**src/pstx_pkg.sv**
```systemverilog
// Constants shared by the parallel-to-serial display link transmitter
`default_nettype none
package pstx_pkg;
    localparam int LANES = 4;
    localparam int SLOTS = 7;
    localparam int WORD_W = LANES * SLOTS;
    localparam int PER_W = 8;
    localparam int CLK_HIGH_SLOTS = 4;
    localparam int REF_PERIOD_NS = 8;
    localparam int LOCK_TIME_NS = 1000000;
    localparam int LOCK_CYCLES =
        (LOCK_TIME_NS + REF_PERIOD_NS - 1) / REF_PERIOD_NS;
    localparam int DIS_TIME_NS = 250;
    localparam int DIS_CYCLES = DIS_TIME_NS / REF_PERIOD_NS;
    localparam logic [2:0] SLOT_STEP = 3'h7;
    localparam logic [2:0] SLOT_LAST = 3'h6;
    typedef enum logic [1:0] {
        PSTX_OFF,
        PSTX_LOCKING,
        PSTX_RUN
    } pstx_state_e;
endpackage
`default_nettype wire

```
**src/pstx_sync.sv**
```systemverilog
// Two-flop synchroniser for a group of pins from outside the clock domain
`default_nettype none
module pstx_sync #(
    parameter int W = 1
) (
    input wire logic ref_clk_i,
    input wire logic rst_b_i,
    input wire logic ce_i,
    input wire logic [W-1:0] din_i,
    output logic [W-1:0] dout_o
);
    logic [W-1:0] meta_q;
    logic [W-1:0] sync_q;

    // First stage feeds only the second stage
    always_ff @(posedge ref_clk_i or negedge rst_b_i) begin
        if (!rst_b_i) begin
            meta_q <= '0;
            sync_q <= '0;
        end else if (ce_i) begin
            meta_q <= din_i;
            sync_q <= meta_q;
        end
    end

    assign dout_o = sync_q;
endmodule
`default_nettype wire

```
**src/pstx_tx.sv**
```systemverilog
// Parallel-to-serial display link transmitter: capture, slicing, clocking
// Operation
// - Four 7-bit shift registers load in parallel and empty serially.
// - All 28 parallel bits are captured once per selected pixel edge.
// - The edge-select level picks rising or falling capture.
// - Each lane shifts 7 bits per pixel period at seven times its rate.
// - A forwarded clock at the pixel frequency goes with the lanes.
// - Bit position 0 starts on the forwarded clock's rising edge.
// - Bit position n starts n sevenths of a period after that edge.
// - The forwarded clock is high four sevenths, low three sevenths.
// - Shutdown stops the clocking and turns the output drivers off.
// - Shutdown low clears the lane shift registers and timing counters to zero.
// - After shutdown rises, outputs become valid after about 1 ms.
// - After shutdown falls, the forwarded clock goes low quickly.
`default_nettype none
module pstx_tx
    import pstx_pkg::*;
#(
    parameter int LOCK_CYCLES_P = LOCK_CYCLES
) (
    input wire logic ref_clk_i,
    input wire logic rst_b_i,
    input wire logic ce_i,
    input wire logic input_pixel_clock_i,
    input wire logic capture_edge_select_i,
    input wire logic shutdown_clear_n_i,
    input wire logic [WORD_W-1:0] parallel_pixel_bits_i,
    output logic [LANES-1:0] serial_lanes_o,
    output logic forwarded_link_clock_o,
    output logic lanes_oe_n_o,
    output logic clock_oe_n_o,
    output logic link_valid_o
);
    localparam int DIS_MAX = DIS_CYCLES;

    logic [WORD_W+2:0] pins_s;
    logic [WORD_W-1:0] data_s;
    logic pclk_s;
    logic sel_s;
    logic sh_n_s;
    logic pclk_prev_q;
    logic rise;
    logic fall;
    logic cap;
    pstx_state_e state_q;
    logic [31:0] lock_cnt_q;
    logic seen_cap_q;
    logic [PER_W-1:0] cnt_q;
    logic [PER_W-1:0] period_q;
    logic [PER_W+3:0] acc_q;
    logic [PER_W+3:0] acc_nx;
    logic [2:0] slot_q;
    logic fwd_q;

    // All pins pass two flops before use
    pstx_sync #(.W(WORD_W + 3)) u_sync (
        .ref_clk_i(ref_clk_i),
        .rst_b_i(rst_b_i),
        .ce_i(ce_i),
        .din_i({shutdown_clear_n_i, capture_edge_select_i,
                input_pixel_clock_i, parallel_pixel_bits_i}),
        .dout_o(pins_s)
    );
    assign data_s = pins_s[WORD_W-1:0];
    assign pclk_s = pins_s[WORD_W];
    assign sel_s = pins_s[WORD_W+1];
    assign sh_n_s = pins_s[WORD_W+2];

    // Edge detection on the synchronised pixel clock
    always_ff @(posedge ref_clk_i or negedge rst_b_i) begin
        if (!rst_b_i) begin
            pclk_prev_q <= 1'b0;
        end else if (ce_i) begin
            pclk_prev_q <= pclk_s;
        end
    end
    assign rise = pclk_s & ~pclk_prev_q;
    assign fall = ~pclk_s & pclk_prev_q;
    assign cap = (sel_s ? rise : fall) & sh_n_s;

    // Power state: off, waiting for lock, running
    always_ff @(posedge ref_clk_i or negedge rst_b_i) begin
        if (!rst_b_i) begin
            state_q <= PSTX_OFF;
            lock_cnt_q <= '0;
            seen_cap_q <= 1'b0;
        end else if (ce_i) begin
            case (state_q)
                PSTX_OFF: begin
                    lock_cnt_q <= '0;
                    seen_cap_q <= 1'b0;
                    if (sh_n_s) begin
                        state_q <= PSTX_LOCKING;
                    end
                end
                PSTX_LOCKING: begin
                    if (!sh_n_s) begin
                        state_q <= PSTX_OFF;
                    end else begin
                        if (cap) begin
                            seen_cap_q <= 1'b1;
                        end
                        if (lock_cnt_q >= 32'(LOCK_CYCLES_P - 1) &&
                            seen_cap_q) begin
                            state_q <= PSTX_RUN;
                        end else if (lock_cnt_q < 32'(LOCK_CYCLES_P)) begin
                            lock_cnt_q <= lock_cnt_q + 32'h1;
                        end
                    end
                end
                PSTX_RUN: begin
                    if (!sh_n_s) begin
                        state_q <= PSTX_OFF;
                    end
                end
                default: state_q <= PSTX_OFF;
            endcase
        end
    end

    // Pixel period measured in reference cycles
    always_ff @(posedge ref_clk_i or negedge rst_b_i) begin
        if (!rst_b_i) begin
            cnt_q <= '0;
            period_q <= '0;
        end else if (ce_i) begin
            if (!sh_n_s) begin
                cnt_q <= '0;
                period_q <= '0;
            end else if (cap) begin
                cnt_q <= '0;
                period_q <= cnt_q + PER_W'(1);
            end else if (cnt_q != '1) begin
                cnt_q <= cnt_q + PER_W'(1);
            end
        end
    end

    // Slot n begins once 7 * elapsed cycles reaches n periods
    assign acc_nx = acc_q + (PER_W + 4)'(SLOT_STEP);
    always_ff @(posedge ref_clk_i or negedge rst_b_i) begin
        if (!rst_b_i) begin
            acc_q <= '0;
            slot_q <= '0;
        end else if (ce_i) begin
            if (!sh_n_s || cap) begin
                acc_q <= '0;
                slot_q <= '0;
            end else if (acc_nx >= {4'h0, period_q}) begin
                acc_q <= acc_nx - {4'h0, period_q};
                if (slot_q != SLOT_LAST) begin
                    slot_q <= slot_q + 3'h1;
                end
            end else begin
                acc_q <= acc_nx;
            end
        end
    end

    // Lane shift registers: parallel load on capture, shift per slot
    for (genvar l = 0; l < LANES; l++) begin : g_lane
        logic [SLOTS-1:0] lane_q;
        always_ff @(posedge ref_clk_i or negedge rst_b_i) begin
            if (!rst_b_i) begin
                lane_q <= '0;
            end else if (ce_i) begin
                if (!sh_n_s) begin
                    lane_q <= '0;
                end else if (cap) begin
                    lane_q <= data_s[l*SLOTS +: SLOTS];
                end else if (acc_nx >= {4'h0, period_q} &&
                             slot_q != SLOT_LAST) begin
                    lane_q <= {1'b0, lane_q[SLOTS-1:1]};
                end
            end
        end
        assign serial_lanes_o[l] = lane_q[0];
    end

    // Forwarded clock: high for slots 0..3, low for 4..6
    always_ff @(posedge ref_clk_i or negedge rst_b_i) begin
        if (!rst_b_i) begin
            fwd_q <= 1'b0;
        end else if (ce_i) begin
            if (!sh_n_s || state_q == PSTX_OFF) begin
                fwd_q <= 1'b0;
            end else if (cap) begin
                fwd_q <= 1'b1;
            end else if (acc_nx >= {4'h0, period_q} &&
                         slot_q == 3'(CLK_HIGH_SLOTS - 1)) begin
                fwd_q <= 1'b0;
            end
        end
    end

    assign forwarded_link_clock_o = fwd_q;
    assign lanes_oe_n_o = (state_q == PSTX_OFF);
    assign clock_oe_n_o = (state_q == PSTX_OFF);
    assign link_valid_o = (state_q == PSTX_RUN);
endmodule
`default_nettype wire

```
**config.mk**
```make
export PLATFORM = sky130hd
export DESIGN_NAME = pstx_tx
export DESIGN_NICKNAME = d
export VERILOG_FILES = /design/src/pstx_pkg.sv /design/src/pstx_sync.sv /design/src/pstx_tx.sv
export SDC_FILE = /design/constraint.sdc
export NUM_CORES = 1
export LEC_CHECK = 0
export BUFFER_PORTS_ARGS = -buffer_cell sky130_fd_sc_hd__buf_2
export CORE_UTILIZATION = 55
export DETAILED_ROUTE_END_ITERATION = 7
export GPL_ROUTABILITY_DRIVEN = 0
export PLACE_DENSITY_LB_ADDON = 0.1
export SETUP_SLACK_MARGIN = 0.15
export SLEW_MARGIN = 0
export SYNTH_ARGS = -nofsm -noshare
export SYNTH_HDL_FRONTEND = slang
export SYNTH_SLANG_ARGS = --single-unit
```
**constraint.sdc**
```tcl
create_clock -name ref_clk_i -period 3.5 [get_ports ref_clk_i]
set_clock_uncertainty 0.15 [all_clocks]
set_input_delay 0.525 -clock ref_clk_i [delete_from_list [all_inputs] [get_ports ref_clk_i]]
set_output_delay 0.525 -clock ref_clk_i [all_outputs]
set_load 0.02 [all_outputs]
```
==> reports/summary.txt, run 1 <==
outcome: finished, violations left
failing checks: negative hold slack
Layout Utilization: 64.7%
IO Port Bufs: 41
top cell type by total area after synthesis: dfrtp_1
Setup WS post-layout: 0.259 ns
Static Leak: 4.01 nW
Die Span X: 121 um
Mapped Area: 7830 um^2
cell breakdown of the critical path: or3_4 -> nand3_1 -> xnor2_2 -> ha_4 -> a21oi_4 -> nand4_1 -> a21boi_4 -> a32oi_4 -> o21ai_4 -> buf_12 -> mux2_2
Mapped Nets: 782
Placed Cells: 931
crit path max fanout: 14
Area Growth Syn to Fin: 14.8%
number of global-route vias before repair: 5759
Setup-failing EPs final: 0
Final min period: 3.24 ns
CTS root buf: clkbuf_16
clk buf depth: 2
Hold Vio Cnt, Final: 4
post-DR wirelength/cell: 16.9 um
initial core utilization: 56.4%
Flop pwr share: 35.5%
Slowest-stage cell, CP: dfrtp_2
number of synthesized flops with an enable pin: 0
vias: 5715
Die H: 121 um
post-synthesis sequential area ratio: 50.5%
Worst EP required: 3.66 ns
Warnings, synthesis: 0
fin nets: 826
top-area cell type share of the netlist area: 50.5%
Switching Share: 34.2%
Die ar.: 14700 um^2
critical path endpoint category: flip-flop
final period utilization: 92.6%
Slew Viols, Final: 0
Critical Path Max Stage Delay: 0.44 ns
DR DRC count: 0
Tightest Pin Transition: 0.842 ns
initial antenna violation count: 0
hpwl dp: 10600 um
Yosys cell types: 63
Pre-antenna DRT Iters: 5
CTS tree: yes
fraction of layout cells with a size suffix above 1: 26.0%
max-cap violations: 0
I/O pins: 42
clock power share: 29.5%
crit-path leading delay family: compound AO/OA/AOI/OAI gates
Power Internal: 4.10 mW
drt via density: 5.90
n_diodes: 0
P_sw: 2.13 mW
CTS H-tree depth: 4
first-pass GRT wire length: 26800 um
RSZ-0062 raised after global routing: no
GRT overflow: 0
Core Region: 13900 um^2
synthesized flop and latch total: 158
FF-to-FF setup slack: 0.26 ns
clock buffer count from CTS: 17
final cell count without fillers: 969
Rows: 43
pin count of the biggest net entering global routing: 91
CTS Sinks: 158
setup TNS after final layout: 0 ns
GR Util All Layers: 23.3%
Hold Buf Count CTS: 0
Worst slew margin: 43.8%
FF-to-FF End: g_lane[1].lane_q[4]
final hold slack: -0.00381 ns
buffers and inverters on the worst path: 1
Hold Crit Class: primary input to asynchronous set/reset pin
kind of critical path: flip-flop to flip-flop
pre-CTS setup slack: 0.0821 ns
Pwr per Cell Area: 694 nW/um^2
clock latency on the worst-skew pair: 0.43 ns
ANT nets after route: 0
Iter 0 DRT Violations: 427
CP arrival: 3.40 ns
Logic pwr share: 35.1%
f_max: 309 MHz
ys async rst share: 100%
drt total wl: 16400 um
Area contributors post-synth: dfrtp_1 51%, mux2_2 12%, nand2_1 4.4%, a21oi_1 2.7%, ha_1 2.4%
RR Startpoint: acc_q[2]
synthesized instance count: 732
Synth Flop Type: dfrtp_1
Worst setup SP type: flip-flop
Mapped Avg Cell Area: 10.7 um^2
R2R depth: 11
Peak VDD IR: 0.452 mV
clk slew on worst S/H paths: 0.06 ns
[sequential cells by signal (all words and copies together), names as in the netlist]
signal / cells
seen_cap_q: 1
state_q: 2
g_lane.lane_q: 28
cnt_q: 8
forwarded_link_clock_o: 1
u_sync.meta_q: 31
period_q: 8
lock_cnt_q: 32
pclk_prev_q: 1
slot_q: 3
acc_q: 12
u_sync.dout_o: 31
[worst reg2reg max path: stages, from the launching register on]
cell and delay (ns):
dfrtp_2 0.44, or3_4 0.41, nand3_1 0.14, xnor2_2 0.16
ha_4 0.27, a21oi_4 0.20, nand4_1 0.17, a21boi_4 0.21
a32oi_4 0.15, o21ai_4 0.28, buf_12 0.19, mux2_2 0.35
[cell families after synthesis]
logic type | share of synthesized area, %
buf+inv | 3.77
flops | 50.5
xor+xnor | 2.67
simple gates | 14.0
fa+ha+maj | 2.65
mux | 13.5
compound gates | 12.9
[timing repair]
action	4_1_cts	5_1_grt
gates resized for setup	3	16
cloned	0	2
setup endpoints to repair	31	35
setup buffers	1	3
pin swaps	1	5
[through the flow]
stage	instance area, um^2	power [mW]	hold WS (ns)
2_1_floorplan	7830	3.68	0.0794
3_3_place_gp	8220	4.10	0.319
3_5_place_dp	8220	4.16	0.323
4_1_cts	8830	6.04	0.0497
5_1_grt	8980	6.54	0.0988
6_report	8980	6.24	-0.00381
[layer usage]
metal  wire [um]  GRT usage, %  up-vias
li1            -             -     2701
met1        7310          28.9     2854
met2        8050          38.7      131
met3         700          5.55       29
met4         352          9.95        0
met5           0             0        -
[cell usage in the layout, fill, tap and decap left out, types with 13 or more instances in the layout]
cell type	n
inv_1	23
o21ai_0	29
nor2_1	31
buf_4	21
nand2_1	92
nand3_1	18
dfrtp_1	157
clkbuf_16	18
and2_1	16
xnor2_1	13
a21oi_1	37
mux2_2	86
buf_2	39
[power groups by stage]
stage               combinational, mW  sequential, mW  clock, mW
floorplan                        1.51            2.18          0
global placement                 1.87            2.23          0
detailed placement               1.92            2.24          0
CTS                              1.97            2.21       1.87
global route                     2.36            2.24       1.93
finish                           2.19            2.21       1.84
[cells in the mapped netlist (6+ instances only)]
cell type / count
nand3_1: 19
inv_1: 23
nor4_1: 10
o21ai_0: 29
o22ai_1: 6
and2_1: 16
o2bb2ai_1: 10
a31oi_1: 10
nor2b_1: 6
and3_1: 7
nor2_1: 31
clkbuf_1: 21
mux2i_1: 8
nand4_1: 11
nand2_1: 92
buf_4: 6
a22o_1: 10
nor3_1: 10
nand2b_1: 7
ha_1: 15
mux2_2: 86
xnor2_1: 14
o31ai_1: 6
dfrtp_1: 158
a21oi_1: 42
buf_1: 7
xor2_1: 8
[worst max path at each step]
| stage | slack [ns] | endpoint | cells past startpoint | startpoint |
|---|---|---|---|---|
| after floorplan | 0.16 | g_lane[2].lane_q[0] | 11 | acc_q[2] |
| after global placement | 0.18 | forwarded_link_clock_o | 11 | acc_q[2] |
| after detailed placement | 0.08 | forwarded_link_clock_o | 11 | acc_q[2] |
| after CTS | 0.18 | g_lane[1].lane_q[4] | 11 | acc_q[2] |
| after global routing | 0.15 | acc_q[8] | 13 | acc_q[0] |
| final | 0.26 | g_lane[1].lane_q[4] | 11 | acc_q[2] |
[final cells by class]
type / instances / area [um^2]
timing repair buffer: 65 / 440
clock inverter: 12 / 131
inverter: 24 / 90.1
clock buffer: 20 / 457
multi-input combinational: 510 / 3680
tap: 180 / 225
sequential: 158 / 3960
fill: 1102 / 4900
No activity file was read; power rests on OpenSTA's default activity.
==> run 2: changes to the inputs <==
PLACE_DENSITY = 0.8   (was unset)
PLACE_DENSITY_LB_ADDON = unset   (was 0.1)
==> reports/summary.txt, run 2 (synthesis results as in run 1) <==
Iter 0 DRT Violations: 412 (-3.5%)
f_max: 306 MHz (-0.79%)
commonest non-fill, non-tap cell in the layout: dfrtp_1
R2R depth: 11 (unchanged)
critical path endpoint category: flip-flop
drt via density: 6.06 (+2.7%)
RR Startpoint: acc_q[2]
vias: 5845 (+2.3%)
GRT overflow: 0 (unchanged)
RSZ-0062 raised after global routing: yes
Slew Viols, Final: 0 (unchanged)
Die H: 121 um (unchanged)
Placed Cells: 929 (-0.21%)
Setup-failing EPs final: 0 (unchanged)
crit-path leading delay family: compound AO/OA/AOI/OAI gates
CP arrival: 3.42 ns (+0.02 ns)
initial core utilization: 56.4% (unchanged)
GR Util All Layers: 23.4% (+0.12 points)
WHS Endpoint: u_sync.meta_q[27]
number of global-route vias before repair: 5611 (-2.6%)
Tightest Pin Transition: 0.799 ns (-0.0431 ns)
Pwr per Cell Area: 679 nW/um^2 (-2.2%)
final cell count without fillers: 965 (-0.41%)
Worst EP required: 3.66 ns (about the same)
clock latency on the worst-skew pair: 0.42 ns (about the same)
hpwl dp: 10600 um (+0.16%)
Slowest-stage cell, CP: dfrtp_2
fraction of layout cells with a size suffix above 1: 24.8% (-1.1 points)
Peak VDD IR: 0.447 mV (-1.1%)
CTS H-tree depth: 4 (unchanged)
Hold Vio Cnt, Final: 0 (-4)
Die Span X: 121 um (unchanged)
pin count of the biggest net entering global routing: 102 (+12%)
most frequent cells in the layout: 156 x dfrtp_1, 92 x nand2_1, 86 x mux2_2, 39 x buf_2, 38 x a21oi_1
Largest register FFs: 32 (unchanged)
CTS tree: yes
Hold Crit Class: primary input to flip-flop
Die ar.: 14700 um^2 (unchanged)
CTS Sinks: 158 (unchanged)
clk slew on worst S/H paths: 0.06 ns (about the same)
Pre-antenna DRT Iters: 6 (+1)
clk buf depth: 2 (unchanged)
Core Region: 13900 um^2 (unchanged)
n_diodes: 0 (unchanged)
Area Growth Syn to Fin: 13.1%
clock buffer count from CTS: 17 (unchanged)
kind of critical path: flip-flop to flip-flop
final period utilization: 93.3% (+0.73 points)
ANT nets after route: 0 (unchanged)
Worst setup SP type: flip-flop
pre-CTS setup slack: 0.154 ns (+0.0718 ns)
max-cap violations: 0 (unchanged)
post-DR wirelength/cell: 16.9 um (-0.30%)
first-pass GRT wire length: 27000 um (+1.0%)
crit path max fanout: 13 (-1)
buffers and inverters on the worst path: 2 (+1)
Static Leak: 3.95 nW (-1.4%)
Rows: 43 (unchanged)
Critical Path Max Stage Delay: 0.45 ns (about the same)
outcome: finished, final reports clean
Placed Area: 8210 um^2 (-0.18%)
FF-to-FF setup slack: 0.23 ns (-0.03 ns)
Top reg by flops: lock_cnt_q
Final min period: 3.27 ns (+0.0257 ns)
IO Port Bufs: 41 (unchanged)
hold depth: 2
Worst slew margin: 46.7% (+2.9 points)
Setup WS post-layout: 0.233 ns (-0.0257 ns)
FF-to-FF End: g_lane[3].lane_q[3]
DR DRC count: 0 (unchanged)
I/O pins: 42 (unchanged)
CTS root buf: clkbuf_16
final instance area: 8850 um^2 (-1.4%)
initial antenna violation count: 0 (unchanged)
drt total wl: 16300 um (-0.71%)
Worst Hold Launch: parallel_pixel_bits_i[27]
setup TNS after final layout: 0 ns (unchanged)
fin nets: 822 (-0.48%)
cell breakdown of the critical path: or3_4 -> buf_4 -> nand3_1 -> nand2_1 -> ha_1 -> a21oi_2 -> a21boi_2 -> a32oi_2 -> o21ai_4 -> clkbuf_16 -> mux2_2
-- run 2: metrics by stage --
step                      utilization (%)  power (mW)  hold WS, ns
after floorplan                         -        3.68       0.0794
after global placement               59.1        4.05        0.319
after detailed placement             59.1        4.17        0.321
after CTS                            63.2        5.91        0.171
after global routing                 63.8        6.36        0.173
final                                63.8        6.01        0.183
-- run 2: where the power goes --
group / switching, mW / total (mW) / internal, mW
Combinational: 1.18 / 2.08 / 0.897
Sequential: 0.179 / 2.22 / 2.04
Clock: 0.753 / 1.71 / 0.955
-- run 2: repair_timing --
action / in CTS / in global routing
gates resized for setup: 2 / 10
setup buffers: 0 / 2
pin swaps: 0 / 2
cloned: 0 / 1
hold buffers: 1 / 0
endpoints found under the setup margin: 5 / 34
hold endpoints to repair: 57 / 0
-- run 2: per-layer routing --
layer / vias to the layer above / track usage, % / part of all wire, %
li1: 2710 / - / -
met1: 2907 / 30.7 / 43
met2: 186 / 37.2 / 49
met3: 42 / 5.03 / 4.8
met4: 0 / 10.5 / 2.7
met5: - / 0 / 0
-- run 2: how the worst max path moves through the flow --
stage,start,to,slack [ns],cells past startpoint
detailed placement,acc_q[0],g_lane[0].lane_q[3],0.15,13
CTS,acc_q[0],g_lane[0].lane_q[3],0.18,13
global placement,acc_q[2],g_lane[0].lane_q[2],0.30,11
finish,acc_q[2],g_lane[3].lane_q[3],0.23,11
global route,acc_q[0],g_lane[3].lane_q[2],0.13,13
floorplan,acc_q[2],g_lane[2].lane_q[0],0.16,11
-- run 2: area by class of cell --
type,count,area (um^2)
fill,1071,5030
sequential,158,3960
multi-input combinational,510,3630
clock buffer,22,464
timing repair buffer,61,409
tap,180,225
inverter,24,90.1
clock inverter,10,78.8
==> run 3: changes to the inputs <==
CORE_UTILIZATION = 35   (was 55)
PLACE_DENSITY = 0.56   (was 0.8)
clock period = 2.65 ns   (was 3.5 ns; I/O delays follow)
==> reports/summary.txt, run 3 (synthesis results as in run 1) <==
fin nets: 890 (+8.3%)
pre-CTS setup slack: -0.499 ns (-0.653 ns)
CP arrival: 3.24 ns (-0.18 ns)
pin count of the biggest net entering global routing: 59 (-42%)
RR Startpoint: acc_q[1]
Tightest Pin Transition: 0.605 ns (-0.194 ns)
Worst Hold Launch: parallel_pixel_bits_i[15]
Layout Utilization: 45.1% (-19 points)
kind of critical path: flip-flop to flip-flop
outcome: finished, violations left
Peak VDD IR: 0.515 mV (+15%)
n_diodes: 0 (unchanged)
f_max: 325 MHz (+6.2%)
fillers: 2095 (+96%)
critical path endpoint category: flip-flop
CTS Sinks: 158 (unchanged)
register area: 3950 um^2 (about the same)
CTS H-tree depth: 4 (unchanged)
FF-to-FF setup slack: -0.42 ns (-0.66 ns)
Pre-antenna DRT Iters: 4 (-2)
Die H: 152 um (+25%)
Core Region: 21900 um^2 (+58%)
commonest non-fill, non-tap cell in the layout: dfrtp_1
hold depth: 2 (unchanged)
Die ar.: 23000 um^2 (+56%)
GRT overflow: 0 (unchanged)
vias: 5866 (+0.36%)
Hold Crit Class: primary input to flip-flop
ANT nets after route: 0 (unchanged)
first-pass GRT wire length: 29400 um (+8.6%)
initial antenna violation count: 0 (unchanged)
max-cap violations: 0 (unchanged)
met2 Usage GRT: 25.6% (-12 points)
crit path max fanout: 8 (-5)
clk slew on worst S/H paths: 0.07 ns (about the same)
Setup WS post-layout: -0.425 ns (-0.658 ns)
clock buffer count from CTS: 17 (unchanged)
Worst slew margin: 59.7% (+13 points)
WHS Endpoint: u_sync.meta_q[15]
failing checks: negative setup slack
Area Growth Syn to Fin: 26.2%
Pwr per Cell Area: 952 nW/um^2 (+40%)
Top reg by flops: lock_cnt_q
R2R depth: 11 (unchanged)
GRT busiest layer: met2
fraction of layout cells with a size suffix above 1: 34.1% (+9.3 points)
clock latency on the worst-skew pair: 0.43 ns (about the same)
hpwl dp: 11800 um (+11%)
Die Span X: 152 um (+25%)
post-DR wirelength/cell: 16.1 um (-4.7%)
DR DRC count: 0 (unchanged)
final period utilization: 116% (+23 points)
CTS root buf: clkbuf_16
area of the multi-input gates: 3880 um^2 (+7.0%)
Slew Viols, Final: 0 (unchanged)
Iter 0 DRT Violations: 373 (-9.5%)
initial core utilization: 35.8% (-21 points)
number of global-route vias before repair: 5785 (+3.1%)
Worst EP required: 2.81 ns (-0.85 ns)
Setup-failing EPs final: 44 (+44)
most frequent cells in the layout: 158 x dfrtp_1, 90 x nand2_1, 73 x buf_4, 64 x mux2_2, 39 x buf_2
drt via density: 5.18 (-15%)
Final min period: 3.07 ns (-0.192 ns)
final hold slack: 0.0452 ns (-0.137 ns)
clk buf depth: 2 (unchanged)
Tot Pwr: 9.41 mW (+57%)
Rows: 54 (+26%)
Largest register FFs: 32 (unchanged)
GRT met1 Usage: 23.1% (-7.6 points)
met3 Usage GRT: 2.54% (-2.5 points)
I/O pins: 42 (unchanged)
drt total wl: 18200 um (+12%)
Hold Vio Cnt, Final: 0 (unchanged)
GR Util All Layers: 16.6% (-6.8 points)
Static Leak: 4.43 nW (+12%)
RSZ-0062 raised after global routing: yes
Worst setup SP type: flip-flop
CTS tree: yes
FF-to-FF End: g_lane[3].lane_q[5]
IO Port Bufs: 41 (unchanged)
## run 3: metrics by stage
step / instance area (um^2) / cells / TNS, ns
after floorplan: 7900 / 732 / -15.03
after global placement: 8840 / 1086 / -15.96
after detailed placement: 8840 / 1086 / -17.53
after CTS: 9590 / 1126 / -12.76
after global routing: 9880 / 1133 / -19.50
final: 9880 / 1133 / -14.45
## run 3: cell type report
class / count / share of cell area, %
Clock inverter: 12 / 1.34
Clock buffer: 20 / 4.62
Sequential cell: 158 / 40.0
Multi-Input combinational cell: 510 / 39.3
Timing Repair Buffer: 129 / 10.2
Tap cell: 280 / 3.55
Inverter: 24 / 0.912
## run 3: worst max path at each step
stage / cells past startpoint / start / to
after floorplan: 11 / acc_q[2] / g_lane[2].lane_q[0]
after global placement: 12 / acc_q[1] / g_lane[2].lane_q[1]
after detailed placement: 11 / acc_q[1] / g_lane[3].lane_q[4]
after CTS: 13 / acc_q[1] / g_lane[3].lane_q[4]
after global routing: 11 / acc_q[1] / g_lane[3].lane_q[0]
final: 11 / acc_q[1] / g_lane[3].lane_q[5]
## run 3: timing repair
| action | in CTS | in global routing |
|---|---|---|
| setup buffers | 6 | 5 |
| pin swaps | 7 | 17 |
| gates cloned | 1 | 2 |
| gates resized for setup | 19 | 45 |
| hold endpoints to repair | 50 | 0 |
| setup endpoints to repair | 44 | 45 |
| hold buffers | 1 | 0 |
## run 3: routing by layer
metal,up-vias,part of all wire [%]
li1,2828,-
met1,2887,48
met2,121,46
met3,30,3.7
met4,0,2.7
met5,-,0
## run 3: where the power goes
group          internal (mW)  switching [mW]
clock                   1.44            1.03
combinational           2.12            1.91
sequential              2.69           0.208
## run 3: worst max-delay path, stage by stage, from the launching register on
cell and delay, ns:
dfrtp_1 0.38, or3_4 0.43, xor2_1 0.16, ha_1 0.34, a21oi_2 0.19, nand4_1 0.14, a21boi_2 0.21, a32oi_2 0.14
o21ai_2 0.19, buf_6 0.15, buf_12 0.14, mux2_2 0.33
